$ cat src/hdl/mcu_core_defs.vh
`ifndef MCU_CORE_DEFS_VH
`define MCU_CORE_DEFS_VH

// reset and data space landmarks
`define RESET_PC 12'h000
`define PTR_X_ADDR 8'h80
`define ACC_ADDR 8'hff

// instruction lengths in clock cycles
`define CYC_SHORT 3'h2
`define CYC_LONG 3'h4
`define CYC_BITTEST 3'h5

// return stack
`define STACK_DEPTH 6
`define PC_W 12

// opcode field positions
`define OP_BIT0 0
`define OP_GRP_HI 2
`define OP_GRP_LO 1
`define OP_FORM 3
`define OP_SEL 4
`define OP_HI_MSB 7
`define OP_HI_LSB 5

// groups in opcode bits 2:1 when bit 0 is set
`define GRP_JUMP 2'h0
`define GRP_BIT 2'h1
`define GRP_INH 2'h2
`define GRP_ALU 2'h3

// relative branch conditions in opcode bits 2:1 when bit 0 is clear
`define CND_NZ 2'h0
`define CND_NC 2'h1
`define CND_Z 2'h2
`define CND_C 2'h3

// alu operation in opcode bits 7:5
`define ALU_ADD 3'h0
`define ALU_AND 3'h1
`define ALU_CP 3'h2
`define ALU_SUB 3'h3
`define ALU_INC 3'h4
`define ALU_DEC 3'h5
`define ALU_CLR 3'h6

// inherent operation in opcode bits 7:4
`define INH_NOP 4'h0
`define INH_RET 4'h1
`define INH_RETURN_FROM_INTERRUPT 4'h2
`define INH_STOP 4'h3
`define INH_WAIT 4'h4
`define INH_COM 4'h5
`define INH_RLC 4'h6
`define INH_SLA 4'h7

`endif

$ cat src/hdl/mcu_core_instruction_exec.v
// Function
// - add, and, compare, subtract: accumulator with memory or immediate, 4 cycles, Z and C
// - increment, decrement, clear reach all 256 data bytes; inc/dec change only Z
// - complement, rotate through carry, shift left act on accumulator, set Z and C
// - relative branches on C, NC, Z, NZ take 2 cycles, flags kept
// - relative branch uses 5-bit signed offset, target -15 to +16 around it
// - bit-test branches take 5 cycles, branch on bit clear/set, bit into C
// - bit-test branch third byte is 8-bit offset, range -126 to +129
// - bit set/clear any data bit, 3-bit select, two bytes, 4 cycles, flags kept
// - jump and call use 12-bit target, two bytes, 4 cycles, flags kept
// - with watchdog selected, stop behaves as wait
// - nop, return, interrupt return, stop, wait: one byte, 2 cycles
// - return addresses live in a six-cell 12-bit stack
// - indirect operations pick pointer 80h or 81h by opcode bit 4
`timescale 1ns/1ps
`include "mcu_core_defs.vh"
module mcu_core_instruction_exec (
  input wire CLK,
  input wire RST,
  output wire [11:0] PADDR,
  input wire [7:0] PRD,
  output wire [7:0] DADDR,
  input wire [7:0] DRD,
  output wire DRE,
  output wire [7:0] DWD,
  output wire DWE,
  input wire IRQ,
  input wire [11:0] IRQ_VEC,
  input wire WDOG_SEL,
  output wire WAITING,
  output wire STOPPED,
  output wire IN_INT,
  output wire ZERO,
  output wire CARRY,
  output wire [7:0] ACC
);
  localparam ST_RUN = 2'b01;
  localparam ST_SLEEP = 2'b10;

  reg [1:0] state_r;
  reg [2:0] cyc_r;
  reg [11:0] pc_r;
  reg [11:0] opaddr_r;
  reg [7:0] op_r;
  reg [7:0] b2_r;
  reg [7:0] daddr_r;
  reg [7:0] acc_r;
  reg z_r;
  reg c_r;
  reg zs_r;
  reg cs_r;
  reg intm_r;
  reg stop_r;
  reg tbit_r;
  reg [7:0] dwd_r;
  reg dwe_r;

  wire [11:0] stack_top;
  wire run = (state_r == ST_RUN);
  wire [1:0] grp = op_r[`OP_GRP_HI:`OP_GRP_LO];
  wire is_rel = ~op_r[`OP_BIT0];
  wire is_jc = op_r[`OP_BIT0] & (grp == `GRP_JUMP);
  wire is_bt = op_r[`OP_BIT0] & (grp == `GRP_BIT) & ~op_r[`OP_FORM];
  wire is_bs = op_r[`OP_BIT0] & (grp == `GRP_BIT) & op_r[`OP_FORM];
  wire is_inh = op_r[`OP_BIT0] & (grp == `GRP_INH);
  wire is_alu = op_r[`OP_BIT0] & (grp == `GRP_ALU);
  wire is_ind = is_alu & ~op_r[`OP_FORM];
  wire is_imm = is_alu & op_r[`OP_FORM] & ~op_r[`OP_SEL];
  wire [2:0] aop = op_r[`OP_HI_MSB:`OP_HI_LSB];
  wire [3:0] iop = op_r[`OP_HI_MSB:`OP_SEL];
  wire two_byte = is_jc | is_bs | is_bt | (is_alu & op_r[`OP_FORM]);
  wire [2:0] len = (is_rel | is_inh) ? `CYC_SHORT : (is_bt ? `CYC_BITTEST : `CYC_LONG);
  wire last = (cyc_r == len - 3'h1);
  wire irq_take = run & (cyc_r == 3'h0) & IRQ & ~intm_r;

  // operand of the data phase; the accumulator answers for its own data address
  wire acc_sel = (daddr_r == `ACC_ADDR);
  wire [7:0] opv = is_imm ? b2_r : (acc_sel ? acc_r : DRD);
  wire [8:0] sum = {1'b0, acc_r} + {1'b0, opv};
  wire [8:0] diff = {1'b0, acc_r} - {1'b0, opv};
  wire [7:0] mask = 8'h01 << aop;
  wire bitv = opv[aop];

  reg [7:0] res;
  reg res_c;
  reg to_acc;
  reg to_mem;
  reg upd_z;
  reg upd_c;
  always @* begin
    res = 8'h00;
    res_c = c_r;
    to_acc = 1'b0;
    to_mem = 1'b0;
    upd_z = 1'b0;
    upd_c = 1'b0;
    if (is_bs) begin
      res = op_r[`OP_SEL] ? (opv | mask) : (opv & ~mask);
      to_mem = 1'b1;
    end else if (is_alu) begin
      case (aop)
        `ALU_ADD: begin
          res = sum[7:0];
          res_c = sum[8];
          to_acc = 1'b1;
          upd_z = 1'b1;
          upd_c = 1'b1;
        end
        `ALU_AND: begin
          res = acc_r & opv;
          res_c = 1'b0;
          to_acc = 1'b1;
          upd_z = 1'b1;
          upd_c = 1'b1;
        end
        `ALU_CP, `ALU_SUB: begin
          res = diff[7:0];
          res_c = diff[8];
          to_acc = (aop == `ALU_SUB);
          upd_z = 1'b1;
          upd_c = 1'b1;
        end
        `ALU_INC, `ALU_DEC: begin
          res = (aop == `ALU_INC) ? opv + 8'h01 : opv - 8'h01;
          to_mem = ~is_imm;
          upd_z = ~is_imm;
        end
        `ALU_CLR: begin
          res = 8'h00;
          res_c = 1'b0;
          to_mem = ~is_imm;
          upd_z = ~is_imm & acc_sel;
          upd_c = ~is_imm & acc_sel;
        end
        default: begin
          res = 8'h00;
        end
      endcase
    end
  end

  // inherent accumulator operations; each one moves the old top bit into carry
  wire [7:0] ires = (iop == `INH_COM) ? ~acc_r : {acc_r[6:0], (iop == `INH_RLC) & c_r};
  wire ires_c = acc_r[7];
  wire cond = (grp == `CND_NZ) ? ~z_r : (grp == `CND_NC) ? ~c_r : (grp == `CND_Z) ? z_r : c_r;
  wire is_ret = is_inh & ((iop == `INH_RET) | (iop == `INH_RETURN_FROM_INTERRUPT));
  wire st_push = irq_take | (run & last & is_jc & ~op_r[`OP_FORM]);
  wire st_pop = run & last & is_ret;
  wire [11:0] rel_tgt = opaddr_r + 12'h001 + {{7{op_r[7]}}, op_r[7:3]};
  wire [11:0] bt_tgt = opaddr_r + 12'h002 + {{4{b2_r[7]}}, b2_r};

  return_stack u_stack (
    .clk(CLK),
    .rst(RST),
    .push(st_push),
    .pop(st_pop),
    .din(pc_r),
    .dout(stack_top)
  );

  always @(posedge CLK or posedge RST) begin
    if (RST) begin
      state_r <= ST_RUN;
      cyc_r <= 3'h0;
      pc_r <= `RESET_PC;
      opaddr_r <= `RESET_PC;
      op_r <= 8'h00;
      b2_r <= 8'h00;
      daddr_r <= 8'h00;
      acc_r <= 8'h00;
      z_r <= 1'b0;
      c_r <= 1'b0;
      zs_r <= 1'b0;
      cs_r <= 1'b0;
      intm_r <= 1'b0;
      stop_r <= 1'b0;
      tbit_r <= 1'b0;
      dwd_r <= 8'h00;
      dwe_r <= 1'b0;
    end else begin
      dwe_r <= 1'b0;
      case (state_r)
        ST_RUN: begin
          cyc_r <= cyc_r + 3'h1;
          if (cyc_r == 3'h0) begin
            if (irq_take) begin
              // interrupt entry costs one cycle and saves the flags for the return
              cyc_r <= 3'h0;
              pc_r <= IRQ_VEC;
              zs_r <= z_r;
              cs_r <= c_r;
              intm_r <= 1'b1;
            end else begin
              op_r <= PRD;
              opaddr_r <= pc_r;
              pc_r <= pc_r + 12'h001;
              daddr_r <= `PTR_X_ADDR | {7'h00, PRD[`OP_SEL]};
            end
          end else if (last) begin
            cyc_r <= 3'h0;
            if (is_rel & cond) begin
              pc_r <= rel_tgt;
            end
            if (is_jc) begin
              pc_r <= {op_r[7:4], b2_r};
            end
            if (is_bt) begin
              c_r <= tbit_r;
              if (tbit_r == op_r[`OP_SEL]) begin
                pc_r <= bt_tgt;
              end
            end
            if (is_inh) begin
              case (iop)
                `INH_RET: pc_r <= stack_top;
                `INH_RETURN_FROM_INTERRUPT: begin
                  pc_r <= stack_top;
                  z_r <= zs_r;
                  c_r <= cs_r;
                  intm_r <= 1'b0;
                end
                `INH_STOP, `INH_WAIT: begin
                  state_r <= ST_SLEEP;
                  stop_r <= (iop == `INH_STOP) & ~WDOG_SEL;
                end
                `INH_COM, `INH_RLC, `INH_SLA: begin
                  acc_r <= ires;
                  z_r <= (ires == 8'h00);
                  c_r <= ires_c;
                end
                default: begin
                  acc_r <= acc_r;
                end
              endcase
            end
          end else if (cyc_r == 3'h1) begin
            if (two_byte) begin
              b2_r <= PRD;
              pc_r <= pc_r + 12'h001;
            end
            daddr_r <= is_ind ? DRD : PRD;
          end else if (cyc_r == 3'h2) begin
            if (is_bt) begin
              // third byte replaces the consumed address byte as the offset
              tbit_r <= bitv;
              b2_r <= PRD;
              pc_r <= pc_r + 12'h001;
            end
            if (to_acc | (to_mem & acc_sel)) begin
              acc_r <= res;
            end else if (to_mem) begin
              dwd_r <= res;
              dwe_r <= 1'b1;
            end
            if (upd_z) begin
              z_r <= (res == 8'h00);
            end
            if (upd_c) begin
              c_r <= res_c;
            end
          end
        end
        ST_SLEEP: begin
          // only an interrupt request wakes the core; the fetch then takes it unless IN_INT is already set
          if (IRQ) begin
            state_r <= ST_RUN;
            stop_r <= 1'b0;
          end
        end
        default: begin
          state_r <= ST_RUN;
        end
      endcase
    end
  end

  assign PADDR = pc_r;
  assign DADDR = daddr_r;
  assign DRE = run & (((cyc_r == 3'h1) & is_ind) |
               ((cyc_r == 3'h2) & ((is_alu & ~is_imm) | is_bt | is_bs)));
  assign DWD = dwd_r;
  assign DWE = dwe_r;
  assign WAITING = (state_r == ST_SLEEP) & ~stop_r;
  assign STOPPED = (state_r == ST_SLEEP) & stop_r;
  assign IN_INT = intm_r;
  assign ZERO = z_r;
  assign CARRY = c_r;
  assign ACC = acc_r;
endmodule // mcu_core_instruction_exec

$ cat src/hdl/return_stack.v
`timescale 1ns/1ps
`include "mcu_core_defs.vh"
module return_stack (
  input wire clk,
  input wire rst,
  input wire push,
  input wire pop,
  input wire [`PC_W-1:0] din,
  output wire [`PC_W-1:0] dout
);
  // a shift stack: a seventh push loses the oldest address, nesting is limited to six
  reg [`PC_W-1:0] cell_r [0:`STACK_DEPTH-1];
  genvar i;
  generate
    for (i = 0; i < `STACK_DEPTH; i = i + 1) begin : g_cell
      always @(posedge clk or posedge rst) begin
        if (rst) begin
          cell_r[i] <= {`PC_W{1'b0}};
        end else if (push) begin
          cell_r[i] <= (i == 0) ? din : cell_r[(i == 0) ? 0 : i - 1];
        end else if (pop) begin
          cell_r[i] <= (i == `STACK_DEPTH - 1) ? {`PC_W{1'b0}} :
                       cell_r[(i == `STACK_DEPTH - 1) ? i : i + 1];
        end
      end
    end
  endgenerate
  assign dout = cell_r[0];
endmodule // return_stack

$ cat config.mk
export PLATFORM = sky130hd
export DESIGN_NAME = mcu_core_instruction_exec
export DESIGN_NICKNAME = d
export VERILOG_FILES = /design/src/hdl/mcu_core_instruction_exec.v /design/src/hdl/return_stack.v
export VERILOG_INCLUDE_DIRS = /design/src /design/src/hdl
export SDC_FILE = /design/constraint.sdc
export NUM_CORES = 1
export LEC_CHECK = 0
export ABC_CLOCK_PERIOD_IN_PS = 11500
export BUFFER_PORTS_ARGS = -buffer_cell sky130_fd_sc_hd__buf_4
export CAP_MARGIN = 25
export CORE_MARGIN = 4
export CORE_UTILIZATION = 57
export CTS_BUF_LIST = sky130_fd_sc_hd__clkbuf_8
export DETAILED_ROUTE_END_ITERATION = 10
export PLACE_DENSITY = 0.84
export SYNTH_ARGS = -nofsm -noshare
export SYNTH_HDL_FRONTEND = slang
export SYNTH_SLANG_ARGS = --single-unit
$ cat constraint.sdc
create_clock -name CLK -period 11.5 [get_ports CLK]
set_input_delay 2.3 -clock CLK [delete_from_list [all_inputs] [get_ports CLK]]
set_output_delay 2.3 -clock CLK [all_outputs]
set_load 0.05 [all_outputs]
# Yosys cells after proc, flatten, opt, wreduce, memory -nomap -nowiden
# Index checks and enable logic that the tools add are counted.
# classes
n_mul	0
div	0
shift	1
n_mux	110
bitwise_logic	57
n_lt_le_gt_ge	1
n_eq_ne	38
n_reduce_logical	43
n_addsub	11
# op_table
op	n
2-to-1 mux 12 bit	25
2-to-1 mux 8 bit	22
2-to-1 mux 1 bit	44
one-hot mux 8 bit (4 select lines)	1
AND 1 bit	28
nonzero test 2 bit	13
adder 12 x 1 -> 12 bit, second input constant	2
adder 12 bit	2
AND reduction 7 bit	3
AND reduction 6 bit	3
AND 8 bit	2
== test 4 x 3 -> 1 bit, second input constant	4
logical NOT 8 bit	2
inverter 8 bit	2
inequality test 2 bit, second input constant	7
inverter 1 bit	14
adder 12 x 2 -> 12 bit, second input constant	1
2-to-1 mux 3 bit	4
inequality test 2 x 1 -> 1 bit, second input constant	6
nonzero test 4 bit	3
OR reduction 2 bit	6
2-to-1 mux 2 bit	5
OR 1 bit	10
one-hot mux 1 bit (2 select lines)	5
32 further kinds	47
# word_totals
out_inout_bits	43
ramBits	0
latch_bits	0
inputBits	32
romBits	0
n_memories	0
reg_bits	149

# Depth between registers and ports, before layout
# Gate-level depths: netlist of run 1.
# depth
ltp_word	16
ltp_mapped	18
depth_no_buf	16

# By module
# A second synthesis of run 1 with hierarchy kept.
# unflattened
cells_unflattened	1268
area_unflattened_um2	11214.5
# modules_own_cells
mod	instances	cells_each	area_each_um2
mcu_core_instruction_exec	1	944	7777.5
return_stack	1	324	3437.0

# Worst setup path before layout of run 1
# OpenSTA, ideal clock, no wires.
# synth_timing
path_type	reg-to-output
startpoint	reg op_r[4]
endpoint	out DRE
path_slack_ns	6.690
arrival_ns	2.510
stages_incl_launch_ff	8
t_required_ns	9.200
n_path_buf	3
path_cell_list	dfrtp_1 buf_2 nand2b_4 or2_1 buf_2 buf_1 nand4_1 a21boi_0
# synth_between
elab_chain_cells	9
# synth_lines
element	line	text
start, declared	mcu_core_instruction_exec.v:44	reg [7:0] op_r;
start signal, assigned	mcu_core_instruction_exec.v:167	op_r <= 8'h00;
start signal, assigned	mcu_core_instruction_exec.v:194	op_r <= PRD;
inverter 1 bit	mcu_core_instruction_exec.v:68	wire is_imm = is_alu & op_r[`OP_FORM] & ~op_r[`OP_SEL];
AND 1 bit	mcu_core_instruction_exec.v:68	
inverter 1 bit	mcu_core_instruction_exec.v:280	((cyc_r == 3'h2) & ((is_alu & ~is_imm) | is_bt | is_bs)));
AND 1 bit	mcu_core_instruction_exec.v:280	
OR 1 bit (2 in series)	mcu_core_instruction_exec.v:280	
AND 1 bit	mcu_core_instruction_exec.v:280	
OR 1 bit	mcu_core_instruction_exec.v:279	assign DRE = run & (((cyc_r == 3'h1) & is_ind) |
AND 1 bit	mcu_core_instruction_exec.v:279	
end, declared	mcu_core_instruction_exec.v:24	output wire DRE,
# No other way between the ends.

# Worst setup path in the final report of run 1
# layout_timing
startpoint	reg op_r[2]
endpoint	out DRE
# layout_between
elab_chain_cells	11
# layout_lines
element	line	text
== test 2 bit (no source line)	n/a	
AND 1 bit	mcu_core_instruction_exec.v:66	wire is_alu = op_r[`OP_BIT0] & (grp == `GRP_ALU);
AND 1 bit (2 in series)	mcu_core_instruction_exec.v:68	
inverter 1 bit	mcu_core_instruction_exec.v:280	
AND 1 bit	mcu_core_instruction_exec.v:280	
OR 1 bit (2 in series)	mcu_core_instruction_exec.v:280	
AND 1 bit	mcu_core_instruction_exec.v:280	
OR 1 bit *	mcu_core_instruction_exec.v:279	
AND 1 bit *	mcu_core_instruction_exec.v:279	
# Mark *: on every way between the ends. The rest lies on a longest branch, timed or not.

==> flow_summary.rst, run 1 <==
.. list-table::
   :header-rows: 1

   * - Metric
     - Value
   * - Crit path arrival time
     - 3.01 ns
   * - Longest Clk Path Bufs
     - 2
   * - Number of enable flip-flop cells after synthesis
     - 0
   * - Final instance area
     - approximately 12000 µm²
   * - Unrepaired setup endpoints after global routing
     - no
   * - Count of nets left with antenna violations after detail routing
     - 0
   * - Synthesis-stage register bit count
     - 149
   * - Multi-input gate area in the final layout
     - 6460 µm²
   * - Share of the yosys chip area belonging to registers
     - 34.9%
   * - Final-layout fill cell count
     - 1513
   * - Global router's overall resource usage
     - 28.6%
   * - Power share of the combinational group
     - 61.3%
   * - Core area
     - 18200 µm²
   * - Number of global-route vias before repair
     - 9215
   * - Share of final-layout standard cells stronger than drive strength 1
     - ~15%
   * - Min-Delay Path Class
     - reg -> reg
   * - Clock network fraction of total power
     - 10.8%
   * - Half-perimeter wire length after placement
     - 22100 µm
   * - Area growth from synthesis to final layout
     - 9.48%
   * - Initial antenna violation count
     - 0
   * - Reported leakage power
     - 5.12 nW
   * - Highest net fanout along the worst path
     - 13
   * - Diode insertion count for antenna repair
     - 0
   * - Largest stage delay on the critical path
     - 0.82 ns
   * - Final critical-path setup slack
     - just over 6 ns
   * - Layout Skew
     - between 0.015 and 0.02 ns
   * - TritonRoute pass-1 iters
     - 7
   * - Number of DRC markers in iteration 0
     - 1055
   * - Worst-path clk slew
     - 0.09 ns
   * - Cell at the root of the clock tree
     - clkbuf_8
   * - Routed vias/inst
     - between 6 and 7
   * - Final count of negative-setup-slack endpoints
     - 0
   * - Synth Net Count
     - roughly 1300
   * - Wire length reported by the detailed router
     - 30500 µm
   * - Final worst path period share
     - 46.2%
   * - CP Data Required Time
     - 9.20 ns
   * - DIE WIDTH
     - between 100 and 150 µm
   * - Worst skew pair latency
     - 0.47 ns
   * - Vias after detailed routing
     - 9560
   * - Yosys cell types
     - 93
   * - CTS-repair resized insts
     - 0
   * - Maximum clock frequency
     - 188 MHz
   * - Top_reg_cell synth
     - dfrtp_1
   * - Initial Util
     - 58.8%
   * - Result of the run
     - complete, no violations
   * - Post-placement worst setup slack
     - 6.26 ns
   * - Slowest cell on the critical path
     - nor2_1
   * - Tightest slew margin relative to the limit
     - 30.2%
   * - DRC errors left
     - 0
   * - Final core utilization
     - 64.3%
   * - CTS H-tree lvls
     - 4
   * - Maximum number of pins on one net before global-route repair
     - 103
   * - Net switching fraction of the power
     - 52.5%
   * - Average instance area after synthesis
     - 8.84 µm²
   * - Total clock sinks
     - 149
   * - Cell area power density
     - 323 nW/µm²
   * - Register Area
     - roughly 3700 µm²
   * - Number of instances in the synthesized netlist
     - 1210
   * - Chain of cells forming the critical path
     - nand3_4 > nor2_1 > nand2_1 > a21boi_0 > buf_4
   * - Total of buffers placed on input and output ports
     - 74
   * - Aggregate global routing overflow
     - 0
   * - Vertical extent of the die
     - between 100 and 150 µm
   * - Post-DR wirelength/cell
     - 20.5 µm
   * - Reg2reg path depth
     - 15
   * - Tot Pwr
     - 3.78 mW
   * - Switching power of the nets
     - between 1.5 and 2 mW
   * - Leading cell type in the layout, fill and taps excluded
     - nand2_1
   * - Sequential group share of total power
     - 27.9%
   * - Transition time of the tightest slew-check pin
     - 1.04 ns
   * - Wire length of the first global-routing pass
     - a little under 50000 µm
   * - Setup bufs post-CTS
     - 0
   * - Fraction of registers with async set/reset
     - 100%
   * - # IOs
     - 75
   * - Max IR drop VDD
     - roughly 0.00012 V
   * - Highest-count cells in the layout ignoring fill and taps
     - nand2_1 (175), dfrtp_1 (148), o21ai_0 (94)
   * - Number of rows created at floorplan
     - 49
   * - Worst hold stages
     - 2
   * - Cell-internal power
     - 1.80 mW
   * - Synthesis warning total
     - 0
   * - Die outline area
     - 21000 µm²
   * - Cts hold-fix bufs
     - 0
   * - Minimum clock period
     - 5.31 ns
   * - Total negative slack
     - 0 ns
   * - Crit Path Class
     - reg -> out
   * - Crit path launch type
     - flop
   * - Hold violation total from the final report
     - 0
   * - Area post-placement
     - ~11000 µm²
   * - TritonCTS clock tree
     - built
   * - CTS Buf Count
     - 17
   * - Final-stage net count
     - 1338
   * - Placer congestion estimate
     - approximately 0.97
   * - Post-synthesis cell area
     - between 10000 and 15000 µm²
   * - Crit end category
     - output port
   * - Number of max-slew violations in the final report
     - 0
   * - Max-capacitance violation count
     - 0
==> power by group through the flow <==
stage / clock network, mW / registers (mW) / logic (mW)
4_1_cts: 0.410 / 1.04 / 2.28
5_1_grt: 0.434 / 1.08 / 2.53
3_3_place_gp: 0 / 1.04 / 2.20
2_1_floorplan: 0 / 1.13 / 1.57
6_report: 0.407 / 1.06 / 2.32
3_5_place_dp: 0 / 1.06 / 2.26
==> final cells by class <==
| class | count | share of cell area, % |
|---|---|---|
| inverter | 45 | 1.48 |
| timing repair buffer | 86 | 5.75 |
| tap | 229 | 2.45 |
| clock buffer | 17 | 2.00 |
| multi-input combinational | 944 | 55.1 |
| sequential | 149 | 31.8 |
| clock inverter | 15 | 1.35 |
==> flip-flops by register name, summed over array words and instances, names as in the netlist, 2 cells and up <==
| name | flops |
|---|---|
| b2_r | 8 |
| opaddr_r | 12 |
| op_r | 8 |
| ACC | 8 |
| state_r | 2 |
| u_stack.dout | 12 |
| u_stack.cell_r | 60 |
| DADDR | 8 |
| DWD | 8 |
| PADDR | 12 |
| cyc_r | 3 |
==> cell families after synthesis <==
kind of cell | Yosys count | synth area share, %
muxes | 121 | 12.1
adders and majority gates | 63 | 7.65
buffers and inverters | 117 | 4.86
and+or+nand+nor | 379 | 17.0
AOI/OAI and AO/OA | 350 | 21.0
DFF | 149 | 34.9
xor gates and xnor gates | 31 | 2.61
==> worst paths after layout <==
kind | end | slack, ns | start
min | DWD[7] | 0.49 | DWD[7]
max in group asynchronous | u_stack.dout[4] | 8.20 | RST
max reg2reg | ZERO | 7.14 | op_r[2]
min in group asynchronous | u_stack.cell_r[5] | 1.90 | RST
min reg2reg | DWD[7] | 0.49 | DWD[7]
max | DRE | 6.19 | op_r[2]
==> metal layers <==
layer | track usage [%] | up-vias | wire length [µm]
met1 | 39.8 | 4598 | 13200
li1 | - | 4453 | -
met5 | 0 | - | 0
met3 | 5.92 | 83 | 2520
met2 | 44.2 | 426 | 13900
met4 | 10.9 | 0 | 908
==> synthesized netlist by cell type (9+ instances only) <==
cell	count	area share, %
nand2_1	175	6.1
dfrtp_1	148	35
o21ai_0	94	4.4
mux2i_1	81	7.6
nor2_1	70	2.5
a21oi_1	68	3.2
ha_1	59	6.9
o21ai_1	47	2.2
inv_1	42	1.5
mux2_2	36	3.8
clkbuf_1	32	1.1
buf_2	25	1.2
nor3_1	21	0.98
xnor2_1	21	1.7
nand2b_1	19	1.1
nand3_1	18	0.84
nor2b_1	13	0.76
o31ai_1	13	0.91
a31oi_1	12	0.70
and3_1	10	0.58
xor2_1	9	0.74
==> metrics by stage <==
step           hold WS, ns  cells
2_1_floorplan        0.446   1210
3_3_place_gp         0.470   1451
3_5_place_dp         0.475   1453
4_1_cts              0.497   1485
5_1_grt              0.544   1485
6_report             0.492   1485
==> critical path, delay by kind of cell (launching register included) <==
family | cells | cell delay [ns]
simple gates | 3 | 1.21
compound gates | 1 | 0.37
flops | 1 | 0.69
buf+inv | 1 | 0.28
(Power assumes the default switching activity.)
==> run 2: changes to the inputs <==
--- a/config.mk
+++ b/config.mk
@@ -6,7 +6,7 @@
 export SDC_FILE = /design/constraint.sdc
 export NUM_CORES = 1
 export LEC_CHECK = 0
-export ABC_CLOCK_PERIOD_IN_PS = 11500
+export ABC_CLOCK_PERIOD_IN_PS = 5000
 export BUFFER_PORTS_ARGS = -buffer_cell sky130_fd_sc_hd__buf_4
 export CAP_MARGIN = 25
 export CORE_MARGIN = 4
==> constraint.sdc (replaced) <==
create_clock -name CLK -period 5 [get_ports CLK]
set_input_delay 1 -clock CLK [delete_from_list [all_inputs] [get_ports CLK]]
set_output_delay 1 -clock CLK [all_outputs]
set_load 0.05 [all_outputs]
==> flow_summary.rst, run 2 (synthesis results as in run 1) <==
.. list-table::
   :header-rows: 1

   * - Metric
     - Value
   * - Maximum clock frequency
     - 239 MHz
   * - Diode insertion count for antenna repair
     - 0 (unchanged)
   * - Minimum hold slack
     - 0.493 ns (+0.000782 ns)
   * - DRC errors left
     - 0 (unchanged)
   * - CTS Buf Count
     - 17 (unchanged)
   * - Highest-count cells in the layout ignoring fill and taps
     - nand2_1 (175), dfrtp_1 (148), o21ai_0 (94)
   * - Number of rows created at floorplan
     - 49 (unchanged)
   * - Min-Delay Path Class
     - reg -> reg
   * - Core area
     - 18200 µm² (unchanged)
   * - Highest net fanout along the worst path
     - 19 (+6)
   * - Half-perimeter wire length after placement
     - 21600 µm (-2.3%)
   * - Final worst path period share
     - 83.8%
   * - Crit Path Class
     - reg -> reg
   * - Tightest slew margin relative to the limit
     - 31.9% (+1.7 points)
   * - Cts hold-fix bufs
     - 0 (unchanged)
   * - Longest Clk Path Bufs
     - 2 (unchanged)
   * - Max-capacitance violation count
     - 0 (unchanged)
   * - Largest stage delay on the critical path
     - 0.66 ns (-0.16 ns)
   * - Routed vias/inst
     - 6.47 (+0.51%)
   * - Startpoint of the most critical hold path
     - zs_r
   * - Top delay family on crit path
     - compound AO/OA/AOI/OAI gates
   * - TritonCTS clock tree
     - built
   * - CTS H-tree lvls
     - 4 (unchanged)
   * - Aggregate global routing overflow
     - 0 (unchanged)
   * - Worst setup startpoint
     - op_r[2]
   * - Placer congestion estimate
     - 1.03 (+6.4%)
   * - Area growth from synthesis to final layout
     - 9.94%
   * - CTS-repair resized insts
     - 0 (unchanged)
   * - Register Area
     - 3730 µm² (unchanged)
   * - Hold violation total from the final report
     - 0 (unchanged)
   * - Leading cell type in the layout, fill and taps excluded
     - nand2_1
   * - DIE WIDTH
     - 145 µm (unchanged)
   * - Worst-path clk slew
     - 0.09 ns (about the same)
   * - Vertical extent of the die
     - 145 µm (unchanged)
   * - Worst skew pair latency
     - 0.46 ns (about the same)
   * - Share of final-layout standard cells stronger than drive strength 1
     - 15.2% (+0.14 points)
   * - Total clock sinks
     - 149 (unchanged)
   * - Global router's overall resource usage
     - 28.3% (-0.29 points)
   * - Setup bufs post-CTS
     - 0 (unchanged)
   * - Total negative slack
     - 0 ns (unchanged)
   * - CP Data Required Time
     - 5.31 ns (-3.89 ns)
   * - Slowest cell on the critical path
     - dfrtp_1
   * - Multi-input gate area in the final layout
     - 6460 µm² (unchanged)
   * - Cell area power density
     - 739 nW/µm² (+130%)
   * - Reg-to-Reg Start
     - op_r[2]
   * - Chain of cells forming the critical path
     - nand3_4 > or2_1 > a22oi_1 > ha_1 > inv_1 > ha_1 > a31oi_1 > a2111oi_0 > a211oi_1 > o21a_1 > o21ai_1 > a211oi_1 > o41ai_1 > a21oi_1
   * - Vias after detailed routing
     - 9622 (+0.65%)
   * - Initial Util
     - 58.8% (unchanged)
   * - Wire length of the first global-routing pass
     - 48900 µm (-0.50%)
   * - Result of the run
     - complete, no violations
   * - Total of buffers placed on input and output ports
     - 74 (unchanged)
   * - Unrepaired setup endpoints after global routing
     - no
   * - Max IR drop VDD
     - 0.000334 V (+180%)
   * - Register ranked first by flip-flop count
     - u_stack.cell_r
   * - Crit path launch type
     - flop
   * - Initial antenna violation count
     - 0 (unchanged)
   * - Worst path buffer plus inverter count
     - 1 (unchanged)
   * - Number of global-route vias before repair
     - 9280 (+0.71%)
   * - Die outline area
     - 21000 µm² (unchanged)
   * - Largest register FFs
     - 60 (unchanged)
   * - Cell at the root of the clock tree
     - clkbuf_8
   * - Maximum number of pins on one net before global-route repair
     - 150 (+46%)
   * - Wire length reported by the detailed router
     - 29800 µm (-2.4%)
   * - Final-stage net count
     - 1340 (+0.15%)
   * - Minimum clock period
     - around 4.2 ns
   * - Count of nets left with antenna violations after detail routing
     - 0 (unchanged)
   * - Reported leakage power
     - 5.14 nW (+0.40%)
   * - Number of DRC markers in iteration 0
     - 1052 (-0.28%)
   * - Crit end category
     - flop
   * - # IOs
     - 75 (unchanged)
   * - Final count of negative-setup-slack endpoints
     - 0 (unchanged)
   * - Post-DR wirelength/cell
     - 20.0 µm (-2.5%)
   * - Layout Skew
     - 0.0174 ns (+0.000458 ns)
   * - Crit path arrival time
     - 4.51 ns (+1.50 ns)
   * - Number of max-slew violations in the final report
     - 0 (unchanged)
   * - Final-layout fill cell count
     - 1460 (-3.5%)
   * - Transition time of the tightest slew-check pin
     - 1.02 ns (-0.0235 ns)
   * - TritonRoute pass-1 iters
     - 6 (-1)
## run 2: changes by cell type in the layout (fill, tap and decap cells not counted), sizes merged
cell / delta
buf: +2
bufinv: +1
clkbuf: +1
inv: -2
## run 2: path summary, 6_finish.rpt
path | to | slack, ns | depth (start not counted)
setup / recovery | CARRY | 0.81 | 14
hold / removal | zs_r | 0.49 | 2
setup reg to reg | CARRY | 0.81 | 14
hold reg to reg | zs_r | 0.49 | 2
max in group asynchronous | CARRY | 3.63 | 3
min in group asynchronous | u_stack.cell_r[10] | 0.74 | 3
## run 2: power by group
part / internal (mW) / switching, mW / leakage, nW
Sequential: 1.71 / 0.760 / 1.87
Combinational: 2.04 / 3.20 / 3.05
Clock: 0.441 / 0.545 / 0.216
## run 2: stage by stage
| stage | instances | setup WS, ns | util (%) | instance area (µm²) | power, mW |
|---|---|---|---|---|---|
| after floorplan | 1210 | 1.49 | - | 10700 | 6.20 |
| after global placement | 1455 | 1.06 | 62.3 | 11300 | 7.40 |
| after detailed placement | 1455 | 0.917 | 62.3 | 11300 | 7.55 |
| after CTS | 1487 | 0.899 | 64.6 | 11800 | 8.59 |
| after global routing | 1487 | 0.506 | 64.6 | 11800 | 9.34 |
| final | 1487 | 0.808 | 64.6 | 11800 | 8.70 |
## run 2: area by class of cell
| class | count | area share [%] |
|---|---|---|
| Clock inverter | 14 | 1.54 |
| Multi-Input combinational cell | 944 | 54.9 |
| Clock buffer | 18 | 2.11 |
| Timing Repair Buffer | 88 | 5.83 |
| Inverter | 45 | 1.47 |
| Tap cell | 229 | 2.44 |
| Sequential cell | 149 | 31.7 |
## run 2: routing by layer
metal / global-route usage (%) / vias up / routed length, µm
li1: - / 4461 / -
met1: 38.9 / 4544 / 12300
met2: 43.8 / 523 / 13400
met3: 6.77 / 94 / 2970
met4: 10.4 / 0 / 1070
met5: 0 / - / 0
## run 2: worst register-to-register path, stage by stage (launching register included)
cell and delay [ns]:
dfrtp_1 0.66, nand3_4 0.25, or2_1 0.54, a22oi_1 0.44, ha_1 0.34, inv_1 0.08, ha_1 0.15, a31oi_1 0.05
a2111oi_0 0.46, a211oi_1 0.15, o21a_1 0.23, o21ai_1 0.18, a211oi_1 0.11, o41ai_1 0.32, a21oi_1 0.11
==> run 3: changes to the inputs <==
--- a/config.mk
+++ b/config.mk
@@ -6,7 +6,8 @@
 export SDC_FILE = /design/constraint.sdc
 export NUM_CORES = 1
 export LEC_CHECK = 0
-export ABC_CLOCK_PERIOD_IN_PS = 5000
+export ABC_AREA = 1
+export ABC_CLOCK_PERIOD_IN_PS = 3900
 export BUFFER_PORTS_ARGS = -buffer_cell sky130_fd_sc_hd__buf_4
 export CAP_MARGIN = 25
 export CORE_MARGIN = 4
==> constraint.sdc (replaced) <==
create_clock -name CLK -period 3.9 [get_ports CLK]
set_input_delay 0.78 -clock CLK [delete_from_list [all_inputs] [get_ports CLK]]
set_output_delay 0.78 -clock CLK [all_outputs]
set_load 0.05 [all_outputs]
==> flow_summary.rst, run 3 <==
.. list-table::
   :header-rows: 1

   * - Metric
     - Value
   * - Main area contributors after synthesis
     - dfrtp_1 (35%), nand2_1 (9.1%), ha_1 (6.9%)
   * - Diode insertion count for antenna repair
     - 0 (unchanged)
   * - Cell at the root of the clock tree
     - clkbuf_8
   * - Layout Skew
     - 0.0161 ns (-0.00129 ns)
   * - Post-DR wirelength/cell
     - 19.0 µm (-5.1%)
   * - Worst skew pair latency
     - 0.46 ns (about the same)
   * - Crit path launch type
     - flop
   * - Register ranked first by flip-flop count
     - u_stack.cell_r
   * - Max IR drop VDD
     - 0.000538 V (+61%)
   * - Longest Clk Path Bufs
     - 2 (unchanged)
   * - Routed vias/inst
     - 6.06 (-6.4%)
   * - Final worst path period share
     - 90.7% (+6.9 points)
   * - Fraction of registers with async set/reset
     - 100% (unchanged)
   * - Synth Net Count
     - 1507 (+15%)
   * - Number of rows created at floorplan
     - 49 (unchanged)
   * - Final count of negative-setup-slack endpoints
     - 0 (unchanged)
   * - CP Data Required Time
     - 4.27 ns (-1.04 ns)
   * - Global router's overall resource usage
     - 31.7% (+3.5 points)
   * - Post-placement worst setup slack
     - 0.388 ns (-0.529 ns)
   * - Wire length of the first global-routing pass
     - 51800 µm (+5.9%)
   * - Most frequent cells after synthesis
     - nand2_1 (259), inv_1 (179), dfrtp_1 (148)
   * - Total negative slack
     - 0 ns (unchanged)
   * - Transition time of the tightest slew-check pin
     - 0.829 ns (-0.192 ns)
   * - Most area-hungry cell type in the Yosys netlist
     - dfrtp_1
   * - CTS H-tree lvls
     - 4 (unchanged)
   * - Minimum clock period
     - 3.54 ns (-0.653 ns)
   * - Count of nets left with antenna violations after detail routing
     - 0 (unchanged)
   * - Max-capacitance violation count
     - 0 (unchanged)
   * - Most frequent cell after synthesis
     - nand2_1
   * - Number of instances in the synthesized netlist
     - 1412 (+17%)
   * - Die outline area
     - 20900 µm² (-0.57%)
   * - Total of buffers placed on input and output ports
     - 74 (unchanged)
   * - Synthesis warning total
     - 0 (unchanged)
   * - Largest register FFs
     - 60 (unchanged)
   * - Number of global-route vias before repair
     - 9731 (+4.9%)
   * - DIE WIDTH
     - 145 µm (-0.29%)
   * - Post-synthesis cell area
     - 10600 µm² (-0.61%)
   * - Final-stage net count
     - 1567 (+17%)
   * - Highest-count cells in the layout ignoring fill and taps
     - nand2_1 (259), inv_1 (180), dfrtp_1 (148)
   * - Crit end category
     - flop
   * - Final critical-path setup slack
     - 0.361 ns (-0.447 ns)
   * - Vertical extent of the die
     - 145 µm (-0.29%)
   * - Number of DRC markers in iteration 0
     - 1092 (+3.8%)
   * - Hold violation total from the final report
     - 0 (unchanged)
   * - Area growth from synthesis to final layout
     - 10.8%
   * - Crit Path Class
     - reg -> reg
   * - Share of the yosys chip area belonging to registers
     - 35.1% (+0.21 points)
   * - Cts hold-fix bufs
     - 0 (unchanged)
   * - Area fraction of the dominant cell type after synthesis
     - 34.8% (+0.21 points)
   * - Initial antenna violation count
     - 0 (unchanged)
   * - Maximum clock frequency
     - 283 MHz (+18%)
   * - Number of enable flip-flop cells after synthesis
     - 0 (unchanged)
   * - Share of final-layout standard cells stronger than drive strength 1
     - 13.7% (-1.4 points)
   * - TritonCTS clock tree
     - built
   * - DRC errors left
     - 0 (unchanged)
   * - Reg2reg path depth
     - 22 (+8)
   * - # IOs
     - 75 (unchanged)
   * - Leading cell type in the layout, fill and taps excluded
     - nand2_1
   * - Min-Delay Path Class
     - in -> async
   * - Worst-path clk slew
     - 0.08 ns (about the same)
   * - Result of the run
     - complete, no violations
   * - Maximum number of pins on one net before global-route repair
     - 97 (-35%)
   * - Vias after detailed routing
     - 10400 (+7.8%)
   * - Average instance area after synthesis
     - 7.53 µm² (-15%)
   * - Initial Util
     - 58.6% (-0.16 points)
   * - TritonRoute pass-1 iters
     - 9 (+3)
   * - Placer congestion estimate
     - 1.01 (-2.4%)
   * - CTS Buf Count
     - 17 (unchanged)
   * - Final core utilization
     - 65.0% (+0.36 points)
   * - Total clock sinks
     - 149 (unchanged)
   * - Reported leakage power
     - 5.72 nW (+11%)
   * - Crit path arrival time
     - 3.91 ns (-0.60 ns)
   * - Yosys cell types
     - 60 (-35%)
   * - Top_reg_cell synth
     - dfrtp_1
   * - Half-perimeter wire length after placement
     - 24700 µm (+14%)
   * - Cell area power density
     - 1000 nW/µm² (+35%)
   * - Number of max-slew violations in the final report
     - 0 (unchanged)
   * - Tightest slew margin relative to the limit
     - 44.6% (+13 points)
   * - Unrepaired setup endpoints after global routing
     - no
   * - Aggregate global routing overflow
     - 0 (unchanged)
   * - Highest net fanout along the worst path
     - 12 (-7)
   * - Core area
     - 18100 µm² (-0.34%)
   * - Wire length reported by the detailed router
     - 32600 µm (+9.4%)
   * - Synthesis-stage register bit count
     - 149 (unchanged)
-- run 3: cells by family (layout without fill, tap and decap cells) --
family,Yosys count,in the layout,share of synthesized area (%)
xor gates and xnor gates,21,21,1.73
AOI/OAI and AO/OA,416,416,23.4
adders and majority gates,63,63,7.69
and+or+nand+nor,499,499,21.4
DFF,149,149,35.1
buffers and inverters,264,336,10.7
-- run 3: per-layer routing --
metal / GRT usage (%) / part of all wire, % / up-vias
li1: - / - / 4937
met1: 43.2 / 41 / 4797
met2: 49.2 / 46 / 529
met3: 7.18 / 8.9 / 114
met4: 13.2 / 4.3 / 0
met5: 0 / 0 / -
-- run 3: area by class of cell --
cell class                      count  area, µm²
Clock buffer                       19        262
Clock inverter                     12        129
Fill cell                        1600       6360
Inverter                          207        795
Multi-Input combinational cell    999       5790
Sequential cell                   149       3730
Tap cell                          229        287
Timing Repair Buffer               98        798
-- run 3: worst paths after layout --
| check | startpoint | endpoint | slack [ns] |
|---|---|---|---|
| min reg2reg | u_stack.cell_r[5] | u_stack.cell_r[5] | 0.50 |
| max | op_r[1] | ZERO | 0.36 |
| max reg2reg | op_r[1] | ZERO | 0.36 |
| min in group CLK | u_stack.cell_r[5] | u_stack.cell_r[5] | 0.50 |
| max in group asynchronous | RST | state_r[0] | 3.07 |
| min | RST | u_stack.cell_r[7] | 0.25 |
-- run 3: repair_timing --
item	4_1_cts	5_1_grt
hold endpoints to repair	0	0
gates resized for setup	0	5
setup endpoints to repair	0	2
buffers inserted	0	4
-- run 3: critical path, stage by stage (launching register included) --
cell,delay [ns]
dfrtp_1,0.43
nand2_1,0.12
nor2_2,0.17
nand3_4,0.19
nand2_1,0.20
nand2_2,0.10
inv_2,0.13
ha_1,0.18
inv_1,0.07
fa_1,0.39
nor2_1,0.14
o21ai_0,0.12
a21oi_1,0.20
o21ai_0,0.10
nand2_1,0.11
nand2_1,0.07
nand2_1,0.06
nor2_1,0.04
nor2_1,0.09
nand2_1,0.08
a21boi_2,0.19
nand3_1,0.10
a21oi_1,0.17
-- run 3: power breakdown --
group          total (mW)  switching (mW)  internal [mW]
Combinational        7.59            5.06           2.53
Clock                1.23           0.629          0.600
Sequential           2.98           0.668           2.31
-- run 3: through the flow --
step                      instance area [µm²]  hold slack (ns)  cells  total power, mW
after floorplan                         10600            0.453   1412             8.39
after global placement                  11300            0.473   1677             10.2
after detailed placement                11300            0.481   1677             10.4
after CTS                               11700            0.500   1708             11.6
after global routing                    11800            0.238   1713             12.8
final                                   11800            0.246   1713             11.8
